**src/hdl/hsr_defines.svh**
```systemverilog
// Constants for the high-speed receive lane interface.
`ifndef HSR_DEFINES_SVH
`define HSR_DEFINES_SVH

// Line states on a lane's two low-power wires, {positive, negative}.
`define HSR_LP_STOP 2'h3
`define HSR_LP_ESC 2'h2
`define HSR_LP_HS 2'h0

// Synchronised pin bundle after reset: both lanes in Stop, clock low.
`define HSR_PINS_RESET 6'h0f

// Leader byte that marks the start of a burst, as it sits LSB first.
`define HSR_SYNC_BYTE 8'hb8

// Core cycles without a received clock edge before the clock counts as lost.
`define HSR_CLK_TIMEOUT 4'h8

// Received clock edges per half period of the byte clock, minus one.
`define HSR_HALF_TC 2'h3

// Last bit index within a byte.
`define HSR_LAST_BIT 3'h7

// Depth of the receive byte buffer.
`define HSR_FIFO_DEPTH 16

`endif

```
**src/hdl/hsr_pkg.sv**
```systemverilog
// Types shared by the high-speed receive lane interface.
package hsr_pkg;

	typedef struct packed {
		logic ddr_clk;
		logic hs_data;
		logic [1:0] clk_lp;
		logic [1:0] data_lp;
	} hsr_pins_t;

	typedef enum logic [1:0] {
		CL_STOP,
		CL_ENTRY,
		CL_ULPS,
		CL_OTHER
	} hsr_cl_state_t;

	typedef enum logic [1:0] {
		DL_IDLE,
		DL_HUNT,
		DL_RECV,
		DL_DRAIN
	} hsr_dl_state_t;

endpackage

```
**src/hdl/hsr_rx_lane.sv**
```systemverilog
// Receive lane: clock-lane status, deserialiser, byte buffer and byte-clock output stage.
//
// Contract
// - Clock-present output is high while the clock lane receives a DDR clock.
// - Active-low ultra-low-power output goes low when the clock lane enters that state.
// - Ultra-low-power output stays asserted until the clock lane shows Stop.
// - Byte clock is produced by dividing the received DDR clock.
// - Byte clock runs only in high-speed mode; consumer samples only then.
// - Received byte is eight bits, bit 0 being the earliest received.
// - Each received byte is handed over on a rising byte-clock edge.
// - No ready input exists; consumer cannot throttle the received bytes.
// - Reception-active output is high while a high-speed burst is received.
// - Sync output pulses one byte-clock cycle as reception-active first rises.
`timescale 1ns/1ps
`include "hsr_defines.svh"

module hsr_fifo #(
	parameter int WIDTH = 8,
	parameter int DEPTH = 16
) (
	input wire logic core_clk_i,
	input wire logic reset_n_i,
	input wire logic flush_i,
	input wire logic in_valid_i,
	output logic in_ready_o,
	input wire logic [WIDTH-1:0] in_data_i,
	output logic out_valid_o,
	input wire logic out_ready_i,
	output logic [WIDTH-1:0] out_data_o
);
	// Pointers carry one extra wrap bit, so DEPTH must be a power of two.
	localparam int AW = $clog2(DEPTH);
	logic [AW:0] wr_q, wr_d, rd_q, rd_d;
	logic [WIDTH-1:0] mem_q [DEPTH];
	logic full, empty, push, pop;

	always_comb begin
		full = (wr_q[AW] != rd_q[AW]) && (wr_q[AW-1:0] == rd_q[AW-1:0]);
		empty = (wr_q == rd_q);
		push = in_valid_i && !full;
		pop = out_ready_i && !empty;
		wr_d = flush_i ? '0 : wr_q + {{AW{1'b0}}, push};
		rd_d = flush_i ? '0 : rd_q + {{AW{1'b0}}, pop};
		in_ready_o = !full;
		out_valid_o = !empty;
		out_data_o = mem_q[rd_q[AW-1:0]];
	end

	always_ff @(posedge core_clk_i or negedge reset_n_i) begin
		if (!reset_n_i) begin
			wr_q <= '0;
			rd_q <= '0;
		end else begin
			wr_q <= wr_d;
			rd_q <= rd_d;
		end
	end

	always_ff @(posedge core_clk_i) begin
		if (push) begin
			mem_q[wr_q[AW-1:0]] <= in_data_i;
		end
	end
endmodule

module hsr_rx_lane #(
	parameter int FIFO_DEPTH = `HSR_FIFO_DEPTH,
	parameter logic [7:0] SYNC_BYTE = `HSR_SYNC_BYTE,
	parameter logic [3:0] CLK_TIMEOUT = `HSR_CLK_TIMEOUT
) (
	input wire logic core_clk_i,
	input wire logic reset_n_i,
	input wire logic ddr_clk_pin_i,
	input wire logic hs_data_pin_i,
	input wire logic [1:0] clk_lane_lp_i,
	input wire logic [1:0] data_lane_lp_i,
	output logic clock_lane_ddr_clock_present_o,
	output logic clock_lane_low_power_state_n_o,
	output logic rx_byte_clk_o,
	output logic [7:0] rx_data_o,
	output logic rx_valid_o,
	output logic rx_active_o,
	output logic rx_sync_o,
	output logic rx_overflow_o
);
	hsr_pkg::hsr_pins_t pins_raw, meta_q, pins_q;
	logic ddr_prev_q, ddr_edge;
	hsr_pkg::hsr_cl_state_t cl_state_q, cl_state_d;
	logic [3:0] idle_cnt_q, idle_cnt_d;
	logic present_q, present_d, ulps_n_q, ulps_n_d;
	hsr_pkg::hsr_dl_state_t dl_state_q, dl_state_d;
	logic [7:0] shift_q, shift_d, shift_nx, hold_q, hold_d, data_q, data_d;
	logic [2:0] bitcnt_q, bitcnt_d;
	logic [1:0] ecnt_q, ecnt_d;
	logic pend_q, pend_d, ovf_q, ovf_d, seen_q, seen_d, bclk_q, bclk_d;
	logic act_q, act_d, sync_q, sync_d, valid_q, valid_d;
	logic bclk_run, bclk_tick, bfall, flush;
	logic fifo_in_ready, fifo_out_valid, fifo_out_ready;
	logic [7:0] fifo_out_data;

	assign pins_raw = '{ddr_clk: ddr_clk_pin_i, hs_data: hs_data_pin_i,
		clk_lp: clk_lane_lp_i, data_lp: data_lane_lp_i};

	always_ff @(posedge core_clk_i or negedge reset_n_i) begin
		if (!reset_n_i) begin
			meta_q <= `HSR_PINS_RESET;
			pins_q <= `HSR_PINS_RESET;
			ddr_prev_q <= 1'b0;
		end else begin
			meta_q <= pins_raw;
			pins_q <= meta_q;
			ddr_prev_q <= pins_q.ddr_clk;
		end
	end

	// Both edges of the received clock carry a bit.
	assign ddr_edge = pins_q.ddr_clk ^ ddr_prev_q;

	always_comb begin
		cl_state_d = cl_state_q;
		idle_cnt_d = idle_cnt_q;
		if (ddr_edge) begin
			idle_cnt_d = '0;
		end else if (idle_cnt_q != CLK_TIMEOUT) begin
			idle_cnt_d = idle_cnt_q + 4'h1;
		end
		present_d = (idle_cnt_d != CLK_TIMEOUT);
		// entry sequence Stop, then 10, then 00
		case (cl_state_q)
			hsr_pkg::CL_STOP: begin
				if (pins_q.clk_lp == `HSR_LP_ESC) begin
					cl_state_d = hsr_pkg::CL_ENTRY;
				end else if (pins_q.clk_lp != `HSR_LP_STOP) begin
					cl_state_d = hsr_pkg::CL_OTHER;
				end
			end
			hsr_pkg::CL_ENTRY: begin
				if (pins_q.clk_lp == `HSR_LP_HS) begin
					cl_state_d = hsr_pkg::CL_ULPS;
				end else if (pins_q.clk_lp == `HSR_LP_STOP) begin
					cl_state_d = hsr_pkg::CL_STOP;
				end else if (pins_q.clk_lp != `HSR_LP_ESC) begin
					cl_state_d = hsr_pkg::CL_OTHER;
				end
			end
			// only Stop leaves the low-power state
			hsr_pkg::CL_ULPS, hsr_pkg::CL_OTHER: begin
				if (pins_q.clk_lp == `HSR_LP_STOP) begin
					cl_state_d = hsr_pkg::CL_STOP;
				end
			end
			default: begin
				cl_state_d = hsr_pkg::CL_STOP;
			end
		endcase
		ulps_n_d = (cl_state_d != hsr_pkg::CL_ULPS);
	end

	always_ff @(posedge core_clk_i or negedge reset_n_i) begin
		if (!reset_n_i) begin
			cl_state_q <= hsr_pkg::CL_STOP;
			idle_cnt_q <= CLK_TIMEOUT;
			present_q <= 1'b0;
			ulps_n_q <= 1'b1;
		end else begin
			cl_state_q <= cl_state_d;
			idle_cnt_q <= idle_cnt_d;
			present_q <= present_d;
			ulps_n_q <= ulps_n_d;
		end
	end

	always_comb begin
		dl_state_d = dl_state_q;
		shift_d = shift_q;
		bitcnt_d = bitcnt_q;
		hold_d = hold_q;
		ovf_d = ovf_q;
		seen_d = seen_q;
		ecnt_d = ecnt_q;
		bclk_d = bclk_q;
		act_d = act_q;
		sync_d = sync_q;
		valid_d = valid_q;
		data_d = data_q;
		flush = 1'b0;
		fifo_out_ready = 1'b0;
		pend_d = pend_q && !fifo_in_ready;
		// new bits enter at the top, so bit 0 ends up the earliest
		shift_nx = {pins_q.hs_data, shift_q[7:1]};
		// byte clock toggles every four received edges
		bclk_run = present_q && (dl_state_q != hsr_pkg::DL_IDLE);
		bclk_tick = bclk_run && ddr_edge && (ecnt_q == `HSR_HALF_TC);
		bfall = bclk_tick && bclk_q;
		if (bclk_run && ddr_edge) begin
			ecnt_d = ecnt_q + 2'h1;
		end
		if (bclk_tick) begin
			bclk_d = !bclk_q;
		end
		case (dl_state_q)
			hsr_pkg::DL_IDLE: begin
				// byte clock parks low outside high-speed mode
				flush = 1'b1;
				pend_d = 1'b0;
				seen_d = 1'b0;
				act_d = 1'b0;
				sync_d = 1'b0;
				valid_d = 1'b0;
				ecnt_d = '0;
				bclk_d = 1'b0;
				if (pins_q.data_lp == `HSR_LP_HS) begin
					dl_state_d = hsr_pkg::DL_HUNT;
					ovf_d = 1'b0;
					shift_d = '0;
				end
			end
			hsr_pkg::DL_HUNT: begin
				if (pins_q.data_lp == `HSR_LP_STOP) begin
					dl_state_d = hsr_pkg::DL_IDLE;
				end else if (ddr_edge) begin
					shift_d = shift_nx;
					if (shift_nx == SYNC_BYTE) begin
						dl_state_d = hsr_pkg::DL_RECV;
						bitcnt_d = '0;
						seen_d = 1'b1;
					end
				end
			end
			hsr_pkg::DL_RECV: begin
				// dead clock ends reception
				// Without a received clock the byte clock cannot advance, so close at once.
				if (!present_q) begin
					dl_state_d = hsr_pkg::DL_IDLE;
					act_d = 1'b0;
					valid_d = 1'b0;
					sync_d = 1'b0;
				end else if (pins_q.data_lp == `HSR_LP_STOP) begin
					dl_state_d = hsr_pkg::DL_DRAIN;
				end else if (ddr_edge) begin
					shift_d = shift_nx;
					bitcnt_d = bitcnt_q + 3'h1;
					// A byte that finds the buffer still blocked is lost and flagged.
					if (bitcnt_q == `HSR_LAST_BIT) begin
						if (pend_d) begin
							ovf_d = 1'b1;
						end else begin
							pend_d = 1'b1;
							hold_d = shift_nx;
						end
					end
				end
			end
			hsr_pkg::DL_DRAIN: begin
				// A clock that stops before the buffer empties would hang the lane.
				if (!present_q) begin
					dl_state_d = hsr_pkg::DL_IDLE;
					act_d = 1'b0;
					valid_d = 1'b0;
					sync_d = 1'b0;
				end
			end
			default: begin
				dl_state_d = hsr_pkg::DL_IDLE;
			end
		endcase
		// outputs change at the falling edge, so they stand over the rising one
		if (bfall) begin
			// sync pulse spans exactly one byte-clock period
			sync_d = 1'b0;
			if (seen_q && !act_q) begin
				act_d = 1'b1;
				sync_d = 1'b1;
				seen_d = 1'b0;
			end
			// bytes leave whenever present; the consumer has no way to hold them
			fifo_out_ready = act_d;
			valid_d = act_d && fifo_out_valid;
			if (valid_d) begin
				data_d = fifo_out_data;
			end
			// active ends once the burst has ended and every byte is out
			if ((dl_state_q == hsr_pkg::DL_DRAIN) && !pend_q && !fifo_out_valid) begin
				act_d = 1'b0;
				valid_d = 1'b0;
				sync_d = 1'b0;
				dl_state_d = hsr_pkg::DL_IDLE;
			end
		end
	end

	always_ff @(posedge core_clk_i or negedge reset_n_i) begin
		if (!reset_n_i) begin
			dl_state_q <= hsr_pkg::DL_IDLE;
			shift_q <= '0;
			bitcnt_q <= '0;
			hold_q <= '0;
			pend_q <= 1'b0;
			ovf_q <= 1'b0;
			seen_q <= 1'b0;
			ecnt_q <= '0;
			bclk_q <= 1'b0;
			act_q <= 1'b0;
			sync_q <= 1'b0;
			valid_q <= 1'b0;
			data_q <= '0;
		end else begin
			dl_state_q <= dl_state_d;
			shift_q <= shift_d;
			bitcnt_q <= bitcnt_d;
			hold_q <= hold_d;
			pend_q <= pend_d;
			ovf_q <= ovf_d;
			seen_q <= seen_d;
			ecnt_q <= ecnt_d;
			bclk_q <= bclk_d;
			act_q <= act_d;
			sync_q <= sync_d;
			valid_q <= valid_d;
			data_q <= data_d;
		end
	end

	hsr_fifo #(.WIDTH(8), .DEPTH(FIFO_DEPTH)) u_fifo (
		.core_clk_i(core_clk_i),
		.reset_n_i(reset_n_i),
		.flush_i(flush),
		.in_valid_i(pend_q),
		.in_ready_o(fifo_in_ready),
		.in_data_i(hold_q),
		.out_valid_o(fifo_out_valid),
		.out_ready_i(fifo_out_ready),
		.out_data_o(fifo_out_data)
	);

	assign clock_lane_ddr_clock_present_o = present_q;
	assign clock_lane_low_power_state_n_o = ulps_n_q;
	assign rx_byte_clk_o = bclk_q;
	assign rx_data_o = data_q;
	assign rx_valid_o = valid_q;
	assign rx_active_o = act_q;
	assign rx_sync_o = sync_q;
	assign rx_overflow_o = ovf_q;
endmodule

```
**config.mk**
```make
export PLATFORM = sky130hd
export DESIGN_NAME = hsr_rx_lane
export DESIGN_NICKNAME = d
export VERILOG_FILES = /design/src/hdl/hsr_pkg.sv /design/src/hdl/hsr_rx_lane.sv
export VERILOG_INCLUDE_DIRS = /design/src /design/src/hdl
export SDC_FILE = /design/constraint.sdc
export NUM_CORES = 1
export LEC_CHECK = 0
export ABC_CLOCK_PERIOD_IN_PS = 3760
export BUFFER_PORTS_ARGS = -buffer_cell sky130_fd_sc_hd__buf_2
export CAP_MARGIN = 25
export CELL_PAD_IN_SITES_DETAIL_PLACEMENT = 1
export CELL_PAD_IN_SITES_GLOBAL_PLACEMENT = 2
export CORE_ASPECT_RATIO = 0.9
export CORE_UTILIZATION = 53
export CTS_BUF_LIST = sky130_fd_sc_hd__clkbuf_8
export CTS_CLUSTER_DIAMETER = 150
export DETAILED_ROUTE_END_ITERATION = 10
export PLACE_DENSITY_LB_ADDON = 0.08
export SLEW_MARGIN = 40
export SYNTH_ARGS = -nofsm -noshare
export SYNTH_HDL_FRONTEND = slang
export SYNTH_SLANG_ARGS = --single-unit
```
**constraint.sdc**
```tcl
create_clock -name core_clk_i -period 3.76 [get_ports core_clk_i]
set_input_delay 0.752 -clock core_clk_i [delete_from_list [all_inputs] [get_ports core_clk_i]]
set_output_delay 0.752 -clock core_clk_i [all_outputs]
set_load 0.02 [all_outputs]
```
* Word-level counts from Yosys, hierarchy flattened
Memories as Yosys holds them, arrays and structs flattened. A register that Yosys moved wholly into a read port is not among the register bits. Index checks and enable logic that the tools add are counted.
Storage, ports and cells: memories 1, flip-flop bits (word level) 61, bits of input ports 8, word-level logic and storage cells 175, output and inout bits 15, memory bits (writable) 128
Memories:
- u_fifo.mem_q | depth 16, bits a word 8, read ports 1, clocked after Yosys merged registers in 1, write ports 1, RTL line hsr_rx_lane.sv:34 | logic [WIDTH-1:0] mem_q [DEPTH];
Cells by class: equality and inequality tests 30, add/subtract/negate cells 5, muxes and demuxes 72, bitwise gates (word level) 3, reduce and logical (&&, ||, !) cells 37
Operators with widths (count):
- $mux 2 | 17
- $mux 1 | 32
- $mux 8 | 4
- $ne 2x2->1 const B | 12
- $pmux 8 s3 | 1
- $mux 3 | 6
- $eq 2x2->1 const B | 8
- $reduce_and 7->1 | 2
- $logic_and 1x1->1 | 12
- $add 5x1->5 | 2
- $mux 5 | 2
- $pmux 1 s2 | 5
- $reduce_bool 2->1 | 5
- $eq 8x8->1 const B | 1
- $logic_not 2->1 | 4
- $mux 4 | 2
- $ne 4x4->1 const B | 2
- $pmux 2 s4 | 1
- $logic_not 1->1 | 6
- $pmux 2 s3 | 1
- $pmux 3 s2 | 1
- $reduce_and 6->1 | 1
- $reduce_bool 3->1 | 2
- $eq 5x5->1 | 1
- 13 further kinds | 17

* Longest topological paths before layout
word-level depth 10, depth in mapped cells 12, mapped depth without buffers 12

* Cells and area by module
A second synthesis with hierarchy kept.
Second synthesis, totals: cells, all modules 519, area total of the unflattened synthesis 8167.8 µm²
By module, submodules not included:
- hsr_fifo | instances 1, cells an instance 308, area each 5625.4 µm², sequential area each 4093.9 µm²
- hsr_rx_lane | instances 1, cells an instance 211, area each 2542.4 µm², sequential area each 1463.9 µm²

* Least setup slack after synthesis
No wires, ideal clock.
path kind register to register, start register u_fifo.rd_q[0], end memory u_fifo.mem_q[0][0], enable pin, required time 3.377 ns, slack 1.315 ns, arrival time 2.062 ns, period minus slack after synthesis 2.445 ns, library setup time 0.383 ns, stages on the path, launching flop included 7, path buffers 1, cells stage by stage dfrtp_1 > buf_6 > xor2_1 > nor4_4 > a21boi_2 > or3b_1 > nor3_1
Between the ends: cells in the longest elaborated chain, start to end 6
Ends and longest elaborated chain:
- start, declared | RTL line hsr_rx_lane.sv:33 | logic [AW:0] wr_q, wr_d, rd_q, rd_d;
- start signal, assigned | RTL line hsr_rx_lane.sv:55 | rd_q <= rd_d;
- $eq 4x4->1 | RTL line hsr_rx_lane.sv:38 | full = (wr_q[AW] != rd_q[AW]) && (wr_q[AW-1:0] == rd_q[AW-1:0]);
- $logic_and 1x1->1 | RTL line hsr_rx_lane.sv:38
- $logic_not 1->1 | RTL line hsr_rx_lane.sv:40 | push = in_valid_i && !full;
- $logic_and 1x1->1 | RTL line hsr_rx_lane.sv:40
- $mux 1 | RTL line hsr_rx_lane.sv:60 | if (push) begin
- $mux 1 (not written as such) | RTL line hsr_rx_lane.sv:61 | mem_q[wr_q[AW-1:0]] <= in_data_i;
- end, declared | RTL line hsr_rx_lane.sv:34
No other way between the ends.

* Worst setup path after layout
start register u_fifo.wr_q[2], end memory u_fifo.mem_q[8][1], enable pin
Between the ends: cells in the longest elaborated chain, start to end 6
Ends and longest elaborated chain:
- start, declared | RTL line hsr_rx_lane.sv:33
- start signal, assigned | RTL line hsr_rx_lane.sv:54 | wr_q <= wr_d;
- $eq 4x4->1 | RTL line hsr_rx_lane.sv:38
- $logic_and 1x1->1 | RTL line hsr_rx_lane.sv:38
- $logic_not 1->1 | RTL line hsr_rx_lane.sv:40
- $logic_and 1x1->1 | RTL line hsr_rx_lane.sv:40
- $mux 1 | RTL line hsr_rx_lane.sv:60
- $mux 1 (not written as such) | RTL line hsr_rx_lane.sv:61
Parallel ways exist; a longest one is shown, timed or not.

==> results.sh <==
export IMPL_sw_frac_of_total=0.246
export IMPL_slowest_stage="dfrtp_1"
export IMPL_drc=0
export IMPL_synth_edf_count=128
export IMPL_grt_pass1_vias=4400
export IMPL_cts_root_buffer="clkbuf_8"
export IMPL_reg2reg_depth=5
export IMPL_comb_power_share=0.068
export IMPL_worstSetupStartpointType="register"
export IMPL_cp_top_family="simple AND/OR/NAND/NOR gates"
export IMPL_place_area_mm2=0.00830
export IMPL_core_mm2=0.0147
export IMPL_die_area_mm2=0.0155
export IMPL_status="finished, final reports clean"
export IMPL_fin_area_mm2=0.00871
export IMPL_intPower_mw=3.02
export IMPL_worstPathMaxFanout=11
export IMPL_cp_required_ns=3.86
export IMPL_post_route_period_util=0.693
export IMPL_crit_arrival_ns=2.71
export IMPL_critPathMaxStageDelay_ns=0.59
export IMPL_viasPerCell=5.77
export IMPL_clkTransAtPathRegs_ns=0.10
export IMPL_cts_tree="yes"
export IMPL_grt_overflow=0
export IMPL_finalSetupTns_ns=0
export IMPL_ant_nets=0
export IMPL_yosys_warnings=0
export IMPL_share_seq_of_total_power=0.591
export IMPL_postCtsSetupBuffers=0
export IMPL_ctsHtreeMaxLevel=4
export IMPL_drive_above_1_share=0.256
export IMPL_drv_slew=0
export IMPL_crit_buf_inv=0
export IMPL_yosysMostFrequentCell="edfxtp_1"
export IMPL_tightest_slew_ns=0.768
export IMPL_grt_pass1_wl_um=25500
export IMPL_antenna_found_initial=0
export IMPL_power_leakage_nw=2.87
export IMPL_critPathCaptureType="register"
export IMPL_cellPowerDensity_mw_per_mm2=461
export IMPL_r2r_end="u_fifo.mem_q[8][1]"
export IMPL_synth_nets=497
export IMPL_port_buffers=22
export IMPL_reg2reg_slack_ns=1.15
export IMPL_cts_resized=0
export IMPL_synth_top_area_frac=0.482
export IMPL_async_flop_share=0.347
export IMPL_track_usage=0.228
export IMPL_first_iter_violations=321
export IMPL_synth_main_ff_cell="edfxtp_1"
export IMPL_setup_violations=0
export IMPL_die_x_um=131
export IMPL_fmax_ghz=0.384
export IMPL_area_growth_pct=9.26
export IMPL_vias=4141
export IMPL_synth_common_cells="edfxtp_1, dfrtp_1, nand2_1"
export IMPL_period_needed_ns=2.61
export IMPL_die_h_um=118
export IMPL_dp_hpwl_um=11100
export IMPL_dr_pass1_iters=5
export IMPL_reg2reg_from="u_fifo.wr_q[2]"
export IMPL_rows=42
export IMPL_avgSynthCellArea_um2=16.8
export IMPL_syn_inst=476
export IMPL_yosysUniqueCellTypes=57
export IMPL_cts_inserted_buffers=17
export IMPL_worstSetupPathType="register to register"
export IMPL_ys_seq_area_frac=0.697
export IMPL_yosysTopAreaCell="edfxtp_1"
export IMPL_max_vdd_ir_drop_uv=324
export IMPL_hold_viol=0
export IMPL_path_cells="xor2_1 > nor4_4 > a21boi_2 > or3b_1 > nor2_1"
export IMPL_netlist_area_mm2=0.00798
export IMPL_hp_class="input port to async pin"
export IMPL_io_pins=23
export IMPL_switchingPower_mw=0.989
export IMPL_diodes=0
export IMPL_ys_seq_elements=196
export IMPL_hold_buffers=0
export IMPL_routed_wl_um=15900
export IMPL_clk_path_buf_depth=2
export IMPL_wl_per_cell_um=22.2
export IMPL_clock_skew_ns=0.0106
export IMPL_max_slew_margin=0.486
export IMPL_grt_max_degree=37
export IMPL_rsz0062_at_grt="no"
export IMPL_start_util=0.542
export IMPL_insertion_delay_ns=0.47
export IMPL_clock_sinks=196
export IMPL_synth_area_top_cells="edfxtp_1, dfrtp_1, mux4_2, dfstp_2, ha_1"
export IMPL_nNetsFinal=528
export IMPL_gp_congestion=0.774
export IMPL_p_total_mw=4.01
export IMPL_p_clk_frac=0.341
export IMPL_max_cap_violations=0
stage by stage:
stage	std cells	util	hold slack, ns	worst slack (ns)
floorplan	476	-	0.331	1.32
global placement	685	0.563	0.340	1.25
detailed placement	686	0.564	0.345	1.18
CTS	718	0.592	0.305	1.14
global route	718	0.592	0.328	0.917
finish	718	0.592	0.313	1.15
cell usage in the layout (no fill, tap or decap), drive strengths merged, types with 2 or more instances in the layout:
master	count
a21oi	6
a22oi	16
and2	2
buf	32
bufinv	2
clkbuf	17
clkinv	3
clkinvlp	4
dfrtp	58
dfstp	10
edfxtp	128
ha	13
inv	17
mux2	17
mux2i	3
mux4	32
nand2	39
nand2b	5
nand3	11
nand3b	4
nand4	2
nand4b	2
nor2	32
nor2b	9
nor3	6
nor4	2
o21ai	15
xnor2	5
xor2	12
power by group through the flow:
stage	Sequential [mW]	Combinational, mW	Clock [mW]
floorplan	2.41	0.192	0
CTS	2.37	0.271	1.40
global placement	2.42	0.260	0
finish	2.37	0.274	1.37
detailed placement	2.42	0.271	0
global route	2.38	0.313	1.47
sequential cells by signal, indices dropped and copies added, names as in the netlist, 2 cells and up:
signal,cells
dl_state_q,2
idle_cnt_q,4
shift_q,7
u_fifo.rd_q,5
ecnt_q,2
u_fifo.wr_q,5
rx_data_o,8
hold_q,8
u_fifo.mem_q,128
cl_state_q,2
meta_q,6
bitcnt_q,3
pins_q,6
logic make-up after synthesis:
group,count (synthesis),share of synthesized area
fa+ha+maj,13,0.0204
buf+inv,31,0.0204
xor+xnor,17,0.0196
mux,52,0.122
flops,196,0.697
simple gates,120,0.0803
compound gates,47,0.0405
layout make-up:
type                    instances  area [um^2]
multi-input cells             249         2260
clock inverters                15          171
well taps                     198          248
fillers                      1362         6000
clock buffers                  17          234
inverters                      11         41.3
flip-flops and latches        196         5560
repair buffers                 32          198
routing by layer:
metal | part of all wire | global-route usage | up-vias
met5 | 0 | 0 | -
met4 | 0.012 | 0.0610 | 0
met3 | 0.061 | 0.0716 | 18
met2 | 0.47 | 0.339 | 99
met1 | 0.46 | 0.329 | 2172
li1 | - | - | 1852
how the worst max path moves through the flow:
| stage | slack (ns) | cells after the start | end | startpoint |
|---|---|---|---|---|
| 2_1_floorplan | 1.32 | 6 | u_fifo.mem_q[0][0] | u_fifo.rd_q[0] |
| 3_5_place_dp | 1.18 | 5 | u_fifo.mem_q[8][1] | u_fifo.wr_q[2] |
| 5_1_grt | 0.92 | 12 | u_fifo.rd_q[4] | dl_state_q[0] |
| 6_report | 1.15 | 5 | u_fifo.mem_q[8][1] | u_fifo.wr_q[2] |
| 4_1_cts | 1.14 | 5 | u_fifo.mem_q[8][1] | u_fifo.wr_q[2] |
| 3_3_place_gp | 1.25 | 5 | u_fifo.mem_q[8][1] | u_fifo.wr_q[2] |
Note: power is estimated with default switching activity, not from simulation.
